<file path="config.mk">
export PLATFORM = sky130hd
export DESIGN_NAME = tcp_top
export DESIGN_NICKNAME = d
export VERILOG_FILES = /design/src/core/tcp_pkg.sv /design/src/core/tcp_top.sv /design/src/core/tcp_edge.sv /design/src/core/tcp_prescale.sv
export SDC_FILE = /design/constraint.sdc
export NUM_CORES = 1
export LEC_CHECK = 0
export BUFFER_PORTS_ARGS = -buffer_cell sky130_fd_sc_hd__buf_2
export CAP_MARGIN = 20
export CORE_ASPECT_RATIO = 0.8
export CORE_UTILIZATION = 33
export DETAILED_ROUTE_END_ITERATION = 16
export PLACE_DENSITY_LB_ADDON = 0.2
export SYNTH_ARGS = -nofsm -noshare
export SYNTH_HDL_FRONTEND = slang
export SYNTH_SLANG_ARGS = --single-unit
</file>
<file path="constraint.sdc">
create_clock -name ref_clk -period 2.8 [get_ports ref_clk]
set_clock_uncertainty 0.2 [all_clocks]
set_input_delay 0.28 -clock ref_clk [delete_from_list [all_inputs] [get_ports ref_clk]]
set_output_delay 0.28 -clock ref_clk [all_outputs]
set_load 0.02 [all_outputs]
</file>
<file path="src/core/tcp_pkg.sv">
// Purpose: Shared constants and types for the timer/counter with prescaler
// Assumes: APB slave with 32-bit data, one aligned word per register
// Notes: Register offsets are byte addresses
package tcp_pkg;
    // Register byte offsets
    localparam logic [7:0] TCP_OFS_COUNT = 8'h00;
    localparam logic [7:0] TCP_OFS_OPTION = 8'h04;
    localparam logic [7:0] TCP_OFS_STATUS = 8'h08;
    localparam logic [7:0] TCP_OFS_MASK = 8'h0C;
    localparam logic [7:0] TCP_OFS_CTRL = 8'h10;
    // Option register field positions
    localparam int TCP_OPT_RATE_LSB = 0;
    localparam int TCP_OPT_ASSIGN = 3;
    localparam int TCP_OPT_EDGE = 4;
    localparam int TCP_OPT_SOURCE = 5;
    // Status and mask bit positions
    localparam int TCP_ST_OVF = 0;
    localparam int TCP_ST_WDT = 1;
    // Control register bit: sleep
    localparam int TCP_CTRL_SLEEP = 0;
    // Reset values
    localparam logic [7:0] TCP_OPTION_RST = 8'hFF;
    localparam logic [7:0] TCP_COUNT_RST = 8'h00;
    // Write-inhibit length after a counter write, instruction cycles
    localparam logic [1:0] TCP_WR_INHIBIT = 2'h2;
    // Instruction cycle is this many clocks
    localparam int TCP_CYC_DIV = 4;

    // Decoded option settings
    typedef struct packed {
        logic source_sel;   // 1 = external pin
        logic edge_sel;     // 1 = falling edge
        logic assign_wdt;   // 1 = prescaler to watchdog
        logic [2:0] rate;   // Rate select code
    } tcp_opt_t;
endpackage

</file>
<file path="src/core/tcp_top.sv">
// Purpose: 8-bit timer/counter with shared prescaler and APB registers
// Assumes: APB3 slave, ref_clk 125 MHz, one instruction cycle = 4 clocks
// Notes: Watchdog tick output carries the prescaled watchdog rate only when the watchdog owns the prescaler with a nonzero rate code
`timescale 1ns/1ps
module tcp_top (
    input wire logic ref_clk,            // 125 MHz core clock
    input wire logic rst,                // Async reset, active high
    input wire logic psel,               // APB select
    input wire logic penable,            // APB enable
    input wire logic pwrite,             // APB write
    input wire logic [7:0] paddr,        // APB byte address
    input wire logic [31:0] pwdata,      // APB write data
    output logic [31:0] prdata,          // APB read data
    output logic pready,                 // APB ready
    output logic pslverr,                // APB error
    input wire logic ext_count_pin,      // External count input
    input wire logic sleep,              // Core is asleep
    input wire logic wdt_osc_tick,       // Watchdog oscillator tick
    output logic wdt_tick,               // Watchdog tick after routing
    output logic irq                     // Level interrupt
);
    import tcp_pkg::*;

    ////////////////////////////////////////////////////////////////////
    // Registers and decode
    logic [7:0] counter_value_reg_r;
    logic [7:0] option_r;
    logic [1:0] status_r;
    logic [1:0] mask_r;
    logic [1:0] inhibit_r;
    logic [1:0] cyc_r;
    logic [2:0] presc_tap;
    tcp_opt_t opt;
    logic wr_acc;
    logic rd_acc;
    logic wr_count;
    logic wr_option;
    logic cyc_tick;
    logic pin_edge;
    logic src_tick;
    logic presc_in;
    logic presc_out;
    logic presc_clr;
    logic timer_tick;
    logic inc;
    logic ovf;
    logic src_ok;
    logic [1:0] ev;
    logic [31:0] rd_nxt;
    logic err_nxt;

    assign opt = tcp_opt_t'(option_r[5:0]);
    assign wr_acc = psel & penable & pwrite;
    assign rd_acc = psel & ~penable & ~pwrite;
    assign wr_count = wr_acc & (paddr == TCP_OFS_COUNT);
    assign wr_option = wr_acc & (paddr == TCP_OFS_OPTION);

    ////////////////////////////////////////////////////////////////////
    // Instruction cycle strobe; frozen in sleep
    always_ff @(posedge ref_clk or posedge rst) begin
        if (rst) begin
            cyc_r <= 2'h0;
        end else if (!sleep) begin
            cyc_r <= cyc_r + 2'h1;
        end
    end
    assign cyc_tick = ~sleep & (cyc_r == 2'(TCP_CYC_DIV - 1));

    // External pin edges, synchronised first
    tcp_edge u_edge (
        .ref_clk(ref_clk),
        .rst(rst),
        .pin_in(ext_count_pin),
        .fall_sel(opt.edge_sel),
        .edge_pulse(pin_edge)
    );

    // Source select: instruction cycles or pin edges, none in sleep
    assign src_tick = ~sleep & (opt.source_sel ? pin_edge : cyc_tick);

    ////////////////////////////////////////////////////////////////////
    // Shared prescaler: its input follows the assignment bit
    assign presc_in = opt.assign_wdt ? wdt_osc_tick : src_ok;
    // Re-routing, or a counter write while the timer owns the prescaler, restarts the division
    assign presc_clr = wr_option | (wr_count & ~opt.assign_wdt);

    tcp_prescale #(
        .WIDTH(8)
    ) u_presc (
        .ref_clk(ref_clk),
        .rst(rst),
        .clr(presc_clr),
        .in_tick(presc_in),
        .tap(presc_tap),
        .out_tick(presc_out)
    );

    // Timer takes prescaled ticks only when it owns the prescaler
    assign timer_tick = opt.assign_wdt ? src_ok : presc_out;

    // Watchdog ratio is half the timer's: one tap lower, code 000 passes
    assign presc_tap = (opt.assign_wdt && opt.rate != 3'h0) ?
        opt.rate - 3'h1 : opt.rate;

    // Watchdog sees raw ticks unless it owns the prescaler with a nonzero rate code
    always_ff @(posedge ref_clk or posedge rst) begin
        if (rst) begin
            wdt_tick <= 1'b0;
        end else if (!opt.assign_wdt || opt.rate == 3'h0) begin
            wdt_tick <= wdt_osc_tick;
        end else begin
            wdt_tick <= presc_out;
        end
    end

    ////////////////////////////////////////////////////////////////////
    // Write inhibit: two instruction cycles after a counter write; pin edges
    // falling inside it are lost, as a user must allow for
    always_ff @(posedge ref_clk or posedge rst) begin
        if (rst) begin
            inhibit_r <= 2'h0;
        end else if (wr_count) begin
            inhibit_r <= TCP_WR_INHIBIT;
        end else if (cyc_tick && inhibit_r != 2'h0) begin
            inhibit_r <= inhibit_r - 2'h1;
        end
    end
    // Gate sits ahead of the prescaler so a ratio cannot stretch it
    assign src_ok = src_tick & (inhibit_r == 2'h0);
    assign inc = timer_tick;

    // Counter; software write wins over increment
    always_ff @(posedge ref_clk or posedge rst) begin
        if (rst) begin
            counter_value_reg_r <= TCP_COUNT_RST;
        end else if (wr_count) begin
            counter_value_reg_r <= pwdata[7:0];
        end else if (inc) begin
            counter_value_reg_r <= counter_value_reg_r + 8'h01;
        end
    end
    assign ovf = inc & ~wr_count & (counter_value_reg_r == 8'hFF);

    // Option register
    always_ff @(posedge ref_clk or posedge rst) begin
        if (rst) begin
            option_r <= TCP_OPTION_RST;
        end else if (wr_option) begin
            option_r <= {2'h0, pwdata[5:0]};
        end
    end

    ////////////////////////////////////////////////////////////////////
    // Sticky status, write one to clear; a new event beats the clear
    assign ev[TCP_ST_OVF] = ovf;
    assign ev[TCP_ST_WDT] = wdt_tick;
    always_ff @(posedge ref_clk or posedge rst) begin
        if (rst) begin
            status_r <= 2'h0;
        end else begin
            // Hardware never clears; software must
            if (wr_acc && paddr == TCP_OFS_STATUS) begin
                status_r <= (status_r & ~pwdata[1:0]) | ev;
            end else begin
                status_r <= status_r | ev;
            end
        end
    end

    // Mask register, bit 0 is overflow_irq_enable
    always_ff @(posedge ref_clk or posedge rst) begin
        if (rst) begin
            mask_r <= 2'h0;
        end else if (wr_acc && paddr == TCP_OFS_MASK) begin
            mask_r <= pwdata[1:0];
        end
    end

    // Interrupt masked only; counter keeps running
    always_ff @(posedge ref_clk or posedge rst) begin
        if (rst) begin
            irq <= 1'b0;
        end else begin
            irq <= |(status_r & mask_r);
        end
    end

    ////////////////////////////////////////////////////////////////////
    // APB read mux; prescaler count has no address
    always_comb begin
        rd_nxt = 32'h0000_0000;
        err_nxt = 1'b0;
        if (paddr == TCP_OFS_COUNT) begin
            rd_nxt = {24'h00_0000, counter_value_reg_r};
        end else if (paddr == TCP_OFS_OPTION) begin
            rd_nxt = {24'h00_0000, option_r};
        end else if (paddr == TCP_OFS_STATUS) begin
            rd_nxt = {30'h0000_0000, status_r};
        end else if (paddr == TCP_OFS_MASK) begin
            rd_nxt = {30'h0000_0000, mask_r};
        end else begin
            err_nxt = 1'b1;
        end
    end

    // Ready in the access cycle; data latched in setup
    always_ff @(posedge ref_clk or posedge rst) begin
        if (rst) begin
            prdata <= 32'h0000_0000;
            pready <= 1'b0;
            pslverr <= 1'b0;
        end else begin
            pready <= psel & ~penable;
            pslverr <= psel & ~penable & err_nxt;
            if (rd_acc) begin
                prdata <= rd_nxt;
            end
        end
    end
endmodule

</file>
<file path="src/core/tcp_edge.sv">
// Purpose: Synchronise the external count pin and detect the chosen edge
// Assumes: Pin is asynchronous to ref_clk
// Notes: First stage feeds only the second stage
`timescale 1ns/1ps
module tcp_edge (
    input wire logic ref_clk,   // Core clock
    input wire logic rst,       // Async reset, active high
    input wire logic pin_in,    // External count pin
    input wire logic fall_sel,  // 1 = falling edge
    output logic edge_pulse     // One-cycle pulse per qualifying edge
);
    logic meta_r;
    logic sync_r;
    logic last_r;

    // Two-flop synchroniser and history
    always_ff @(posedge ref_clk or posedge rst) begin
        if (rst) begin
            meta_r <= 1'b0;
            sync_r <= 1'b0;
            last_r <= 1'b0;
        end else begin
            meta_r <= pin_in;
            sync_r <= meta_r;
            last_r <= sync_r;
        end
    end

    // Edge only from synchronised stages
    assign edge_pulse = fall_sel ? (last_r & ~sync_r) : (~last_r & sync_r);
endmodule

</file>
<file path="src/core/tcp_prescale.sv">
// Purpose: Shared 8-bit prescaler with selectable power-of-two tap
// Assumes: in_tick is a one-cycle pulse
// Notes: Count is internal; no path to read or load it
`timescale 1ns/1ps
module tcp_prescale #(
    parameter int WIDTH = 8     // Prescaler width
) (
    input wire logic ref_clk,        // Core clock
    input wire logic rst,            // Async reset, active high
    input wire logic clr,            // Clear count
    input wire logic in_tick,        // Input event
    input wire logic [2:0] tap,      // Bit index 0..7 selects 1:2..1:256
    output logic out_tick            // Divided event pulse
);
    logic [WIDTH-1:0] cnt_r;
    logic [WIDTH-1:0] cnt_nxt;

    assign cnt_nxt = cnt_r + 1'b1;

    // Counter; a tap bit falling marks each ratio period
    always_ff @(posedge ref_clk or posedge rst) begin
        if (rst) begin
            cnt_r <= '0;
        end else if (clr) begin
            cnt_r <= '0;
        end else if (in_tick) begin
            cnt_r <= cnt_nxt;
        end
    end

    assign out_tick = in_tick & ~clr & cnt_r[tap] & ~cnt_nxt[tap];
endmodule

</file>
=== Word-level counts from Yosys, hierarchy flattened ===
Cells that the tools add are included.

* Memory bits (read-only): 0
* Bits in latches: 0
* Bits of input ports: 48
* Logic and storage cells: 99
* RAM bits: 0
* Register bits: 71
* Output and inout bits: 36
* Memories: 0

* $lt $le $gt $ge: 1
* $add $sub $neg: 5
* Div/mod/pow operators: 0
* Shift operators: 0
* Bitwise operators: 33
* Reductions and logical operators: 15
* Equality and inequality tests: 5
* Mux-type cells: 25
* Multipliers: 0

{| class="wikitable"
|+ Operators by type and width
! cell !! count
|-
| $mux 8 || 6
|-
| $and 1x1->1 || 18
|-
| $add 8x1->8 const B || 2
|-
| $eq 8x4->1 const B || 2
|-
| $mux 1 || 11
|-
| $mux 2 || 5
|-
| $not 1->1 || 9
|-
| $eq 8x3->1 const B || 1
|-
| $eq 8x8->1 const B || 1
|-
| $logic_not 8->1 || 1
|-
| $reduce_bool 2->1 || 4
|-
| $bmux 1 s3 || 2
|-
| $and 2x2->2 || 2
|-
| $logic_and 1x1->1 || 4
|-
| $lt 3x4->1 const B || 1
|-
| $or 2x2->2 || 2
|-
| $logic_not 3->1 || 1
|-
| $mux 3 || 1
|-
| $reduce_bool 3->1 || 1
|-
| $sub 3x1->3 const B || 1
|-
| $add 2x1->2 const B || 1
|-
| $eq 2x2->1 const B || 1
|-
| $logic_not 2->1 || 1
|-
| $not 2->2 || 1
|-
| other kinds (5) || 5
|}

=== Depth between registers and ports, before layout ===
* Word-level depth: 15
* Mapped depth: 12
* Mapped depth without buffers: 11

=== Hierarchy ===
A second synthesis with hierarchy kept.

* Cells, all modules: 250
* Area, all modules: 2587.5 um2

{| class="wikitable"
|+ By module, submodules not included
! module !! area an instance (um2) !! cells an instance !! instances
|-
| tcp_top || 1973.1 || 189 || 1
|-
| tcp_prescale || 513.0 || 54 || 1
|-
| tcp_edge || 101.3 || 7 || 1
|}

=== Least setup slack after synthesis ===
OpenSTA, ideal clock, no wires.

* Path kind: register -> register
* Start: register option_r[1]
* End: register counter_value_reg_r[7]
* Setup time: 0.151 ns
* Data required time: 2.449 ns
* Setup slack: -0.259 ns
* Period minus slack after synthesis: 3.059 ns
* Data arrival time: 2.708 ns
* Buffers on the path: 1
* Stages on the path, launching flop included: 13
* Cell sequence: dfstp_2 -> clkbuf_1 -> inv_1 -> ha_1 -> nor2b_2 -> nor2_2 -> a21o_1 -> a2111oi_0 -> nor4_2 -> a31oi_4 -> nor4_2 -> xnor2_1 -> o21ai_1

* Cells in the longest elaborated chain, start to end: 9
* Elaborated cells on any way between the ends: 13
* Those cells by class: add/sub (1); mux (6); bitwise (3); reduce/logical (3)

{| class="wikitable"
|+ RTL lines
! what !! RTL line !! text
|-
| start: declaration || tcp_top.sv:27 || <nowiki>logic [7:0] option_r;</nowiki>
|-
| start signal: assignment || tcp_top.sv:149 || <nowiki>option_r <= {2'h0, pwdata[5:0]};</nowiki>
|-
| branches (longest 2 deep; another with $sub 3x1->3) || n/a ||
|-
| $mux 3 (*) || tcp_top.sv:102 || <nowiki>assign presc_tap = (opt.assign_wdt && opt.rate != 3'h0) ?</nowiki>
|-
| $bmux 1 s3 || tcp_prescale.sv:31 || <nowiki>assign out_tick = in_tick & ~clr & cnt_r[tap] & ~cnt_nxt[tap];</nowiki>
|-
| $mux 1 (implied by the code) || tcp_prescale.sv:31 ||
|-
| $and 1x1->1 or $not 1->1 (tied branches) || tcp_prescale.sv:31 ||
|-
| $and 1x1->1 (*) || tcp_prescale.sv:31 ||
|-
| $mux 1 (*) || tcp_top.sv:99 || <nowiki>assign timer_tick = opt.assign_wdt ? src_ok : presc_out;</nowiki>
|-
| $reduce_bool 2->1 (no source line) (*) || n/a ||
|-
| end signal: assignment || tcp_top.sv:137 || <nowiki>counter_value_reg_r <= pwdata[7:0];</nowiki>
|-
| end signal: assignment || tcp_top.sv:139 || <nowiki>counter_value_reg_r <= counter_value_reg_r + 8'h01;</nowiki>
|-
| end: declaration || tcp_top.sv:26 || <nowiki>logic [7:0] counter_value_reg_r;</nowiki>
|}

Every way passes the cells marked *. The select of a mux whose other input is x is not followed.
A chain may end at the register's enable or synchronous reset.

=== Worst setup path in the final report ===
* Start: register option_r[1]
* End: register counter_value_reg_r[5]

Same word-level chain as after synthesis.

==> impl_metrics.tcl <==
set metrics [dict create \
    cp_cell_sequence "inv_4, ha_4, nor2b_4, o21ai_4, buf_6, a211oi_2, o221a_2, a211o_1, a31oi_4, buf_12, nor2_4, xnor2_2, o21ai_1" \
    r2r-end "counter_value_reg_r[5]$_DFFE_PP0P_" \
    status "complete, but fails checks" \
    grt_usage 0.155 \
    r2r_slack_ps -90 \
    grt_pass1_wl_um 11000 \
    async_flop_share 1.00 \
    die_w_um 106 \
    total_leakage_power_nw 1.60 \
    min_path_cells 3 \
    syn_area_um2 2850 \
    slew_headroom 0.612 \
    num_antenna_cells 0 \
    setup_viol 8 \
    maxCapViolations 0 \
    yosysWarningCount 0 \
    min_period_ps 2890 \
    crit_path_end_kind "flop" \
    violations "setup timing" \
    initialDrtViolationCount 92 \
    dominantRegCellSynth "dfrtp_1" \
    whs_ps 3.26 \
    core_um2 8160 \
    initial_core_util 0.349 \
    slew_viol_final 0 \
    crit_path_top_delay_cell "dfstp_2" \
    final_nets 439 \
    reg2reg_depth 13 \
    wl_per_cell_um 13.5 \
    startpoint_type "flop" \
    drt_first_pass_iters 4 \
    dpl_cell_area_um2 3290 \
    timing.rr.start "option_r[1]$_DFFE_PP1P_" \
    fin_cells 494 \
    powerDensity_nw_per_um2 533 \
    num_vias 2349 \
    grt_pass1_vias 2221 \
    synth_seq_area_share 0.407 \
    hold_end "counter_value_reg_r[4]$_DFFE_PP0P_" \
    cts_tree "yes" \
    pre_cts_ws_ps -153 \
    clk_pin_slew_worst_paths_ps 90 \
    synth_cells 314 \
    ir_drop_uv 247 \
    worst_slack_ps -86.0 \
    slowest_delay_ps 570 \
    cts_root_buf "clkbuf_8" \
    worst_skew_pair.late_latency_ps 300 \
    grt_max_degree 47 \
    drc_errors 0 \
    row_count 29 \
    synth-seq-cells 46 \
    gp_congestion 0.851 \
    cts_sinks 46 \
    path_class "reg -> reg" \
    layout_commonest_cell "nand2_1" \
    final_hold_viol_count 0 \
    fp.dieH_um 85.2 \
    max_freq_ghz 0.347 \
    hp-start "pwdata[4]" \
    mostFrequentLayoutCells "nand2_1, dfrtp_1, buf_2" \
    io_pins 84 \
    grt-ovfl-total 0 \
    required_ps 2780 \
    ys_types 59 \
    dp_hpwl_um 4910 \
    rsz0062_at_grt "yes" \
    seqCellArea_um2 1160 \
    post-route-period-util 1.03 \
    viasPerCell 4.76 \
    fin_area_um2 3650 \
    port_buffers 35 \
    antenna_found_initial 1 \
    fillCellCount 811 \
    synth_area_per_cell_um2 9.09 \
    syn2layout_area_growth_pct 27.9 \
    htree_levels 2 \
    design_power_total_mw 1.95 \
    critPathArrivalTime_ps 2870 \
    drive_gt1_frac 0.334 \
    synth_edf_count 0 \
    numCtsBuffers 5 \
    cp_max_fo 8 \
    die_area_um2 9020 \
    tns_ps -440 \
    dpl.cell_count 474 \
    tightest_slew_ps 579 \
    clock_path_buffers 2 \
    multi_input_area_um2 1670 \
    hp-class "in -> reg" \
    ant_nets 0 \
    utilization 0.447 \
    wl_um 6660 \
]
[synth_stat cells (2+ instances only)]
cell / n / area, µm²
inv_1: 10 / 37.5
a21oi_2: 2 / 17.5
xnor2_1: 12 / 105
mux2i_1: 7 / 70.1
o21ai_1: 6 / 30.0
o221ai_1: 3 / 26.3
a21o_1: 2 / 15.0
a2111oi_0: 3 / 26.3
o21ai_0: 13 / 65.1
and2_1: 6 / 37.5
and3_1: 2 / 12.5
xor2_1: 3 / 26.3
o41ai_1: 2 / 17.5
mux2_2: 6 / 67.6
nor2_1: 26 / 97.6
nor4_2: 2 / 25.0
or3_1: 2 / 12.5
a21oi_1: 10 / 50.1
nand3_1: 9 / 45.0
nand2b_1: 2 / 12.5
dfrtp_1: 39 / 976
nand3_2: 2 / 20.0
a211o_1: 2 / 17.5
inv_2: 2 / 7.51
nand2_1: 45 / 169
o31ai_1: 7 / 52.6
ha_1: 6 / 75.1
a211oi_1: 4 / 30.0
clkbuf_1: 7 / 26.3
nor3_1: 7 / 35.0
nor3_2: 2 / 20.0
buf_4: 24 / 180
nor2b_1: 3 / 18.8
nand4_1: 5 / 31.3
dfstp_2: 7 / 184
[sequential cells by signal (all words and copies together), names as in the netlist]
| name | flops |
|---|---|
| pready | 1 |
| mask_r | 2 |
| u_edge.last_r | 1 |
| counter_value_reg_r | 8 |
| option_r | 7 |
| u_edge.meta_r | 1 |
| status_r | 2 |
| u_edge.sync_r | 1 |
| wdt_tick | 1 |
| prdata | 8 |
| pslverr | 1 |
| inhibit_r | 2 |
| u_presc.cnt_r | 8 |
| cyc_r | 2 |
| irq | 1 |
[kinds of logic after synthesis]
group / Yosys count / share of synthesized area
compound gates: 67 / 0.167
xor+xnor: 15 / 0.0461
fa+ha+maj: 6 / 0.0263
buf+inv: 46 / 0.0952
flops: 46 / 0.407
mux: 13 / 0.0482
other cells: 1 / 0.00131
simple gates: 120 / 0.209
[worst max-delay path by stage]
| stage | from | to | slack, ps | cells after the start |
|---|---|---|---|---|
| after floorplan | option_r[0]$_DFFE_PP1P_ | counter_value_reg_r[2]$_DFFE_PP0P_ | -3 | 11 |
| after global placement | option_r[0]$_DFFE_PP1P_ | counter_value_reg_r[7]$_DFFE_PP0P_ | -90 | 12 |
| after detailed placement | option_r[0]$_DFFE_PP1P_ | counter_value_reg_r[7]$_DFFE_PP0P_ | -150 | 12 |
| after CTS | option_r[1]$_DFFE_PP1P_ | counter_value_reg_r[5]$_DFFE_PP0P_ | -10 | 12 |
| after global routing | option_r[1]$_DFFE_PP1P_ | counter_value_reg_r[5]$_DFFE_PP0P_ | -170 | 13 |
| final | option_r[1]$_DFFE_PP1P_ | counter_value_reg_r[5]$_DFFE_PP0P_ | -90 | 13 |
[metal layers]
layer / vias to the layer above / part of all wire / track usage
li1: 1199 / - / -
met1: 1095 / 0.49 / 0.219
met2: 46 / 0.46 / 0.245
met3: 7 / 0.045 / 0.0338
met4: 2 / 0.0060 / 0.0316
met5: - / 0.0020 / 0
[cell type report]
cell class                      instances  area share
Clock buffer                            6      0.0199
Sequential cell                        46       0.318
Inverter                               12      0.0137
Clock inverter                          2      0.0103
Multi-Input combinational cell        245       0.458
Tap cell                              108      0.0370
Timing Repair Buffer                   75       0.144
[repair_timing]
item,4_1_cts,5_1_grt
endpoints found under the setup margin,8,9
pin swaps,12,10
setup buffers,3,3
hold buffers,4,1
gates resized for setup,16,12
endpoints found under the hold margin,4,18
[critical path, delay by kind of cell, from the launching register on]
| family | cells | cell delay [ps] |
|---|---|---|
| simple gates | 2 | 190 |
| xor+xnor | 1 | 160 |
| compound gates | 6 | 1130 |
| buf+inv | 3 | 360 |
| flops | 1 | 570 |
| fa+ha+maj | 1 | 160 |
[report_power, final]
part / internal [mW] / total, mW / switching, mW
sequential: 0.772 / 0.884 / 0.112
combinational: 0.257 / 0.566 / 0.309
clock: 0.267 / 0.496 / 0.229
No activity file was read; power rests on OpenSTA's default activity.
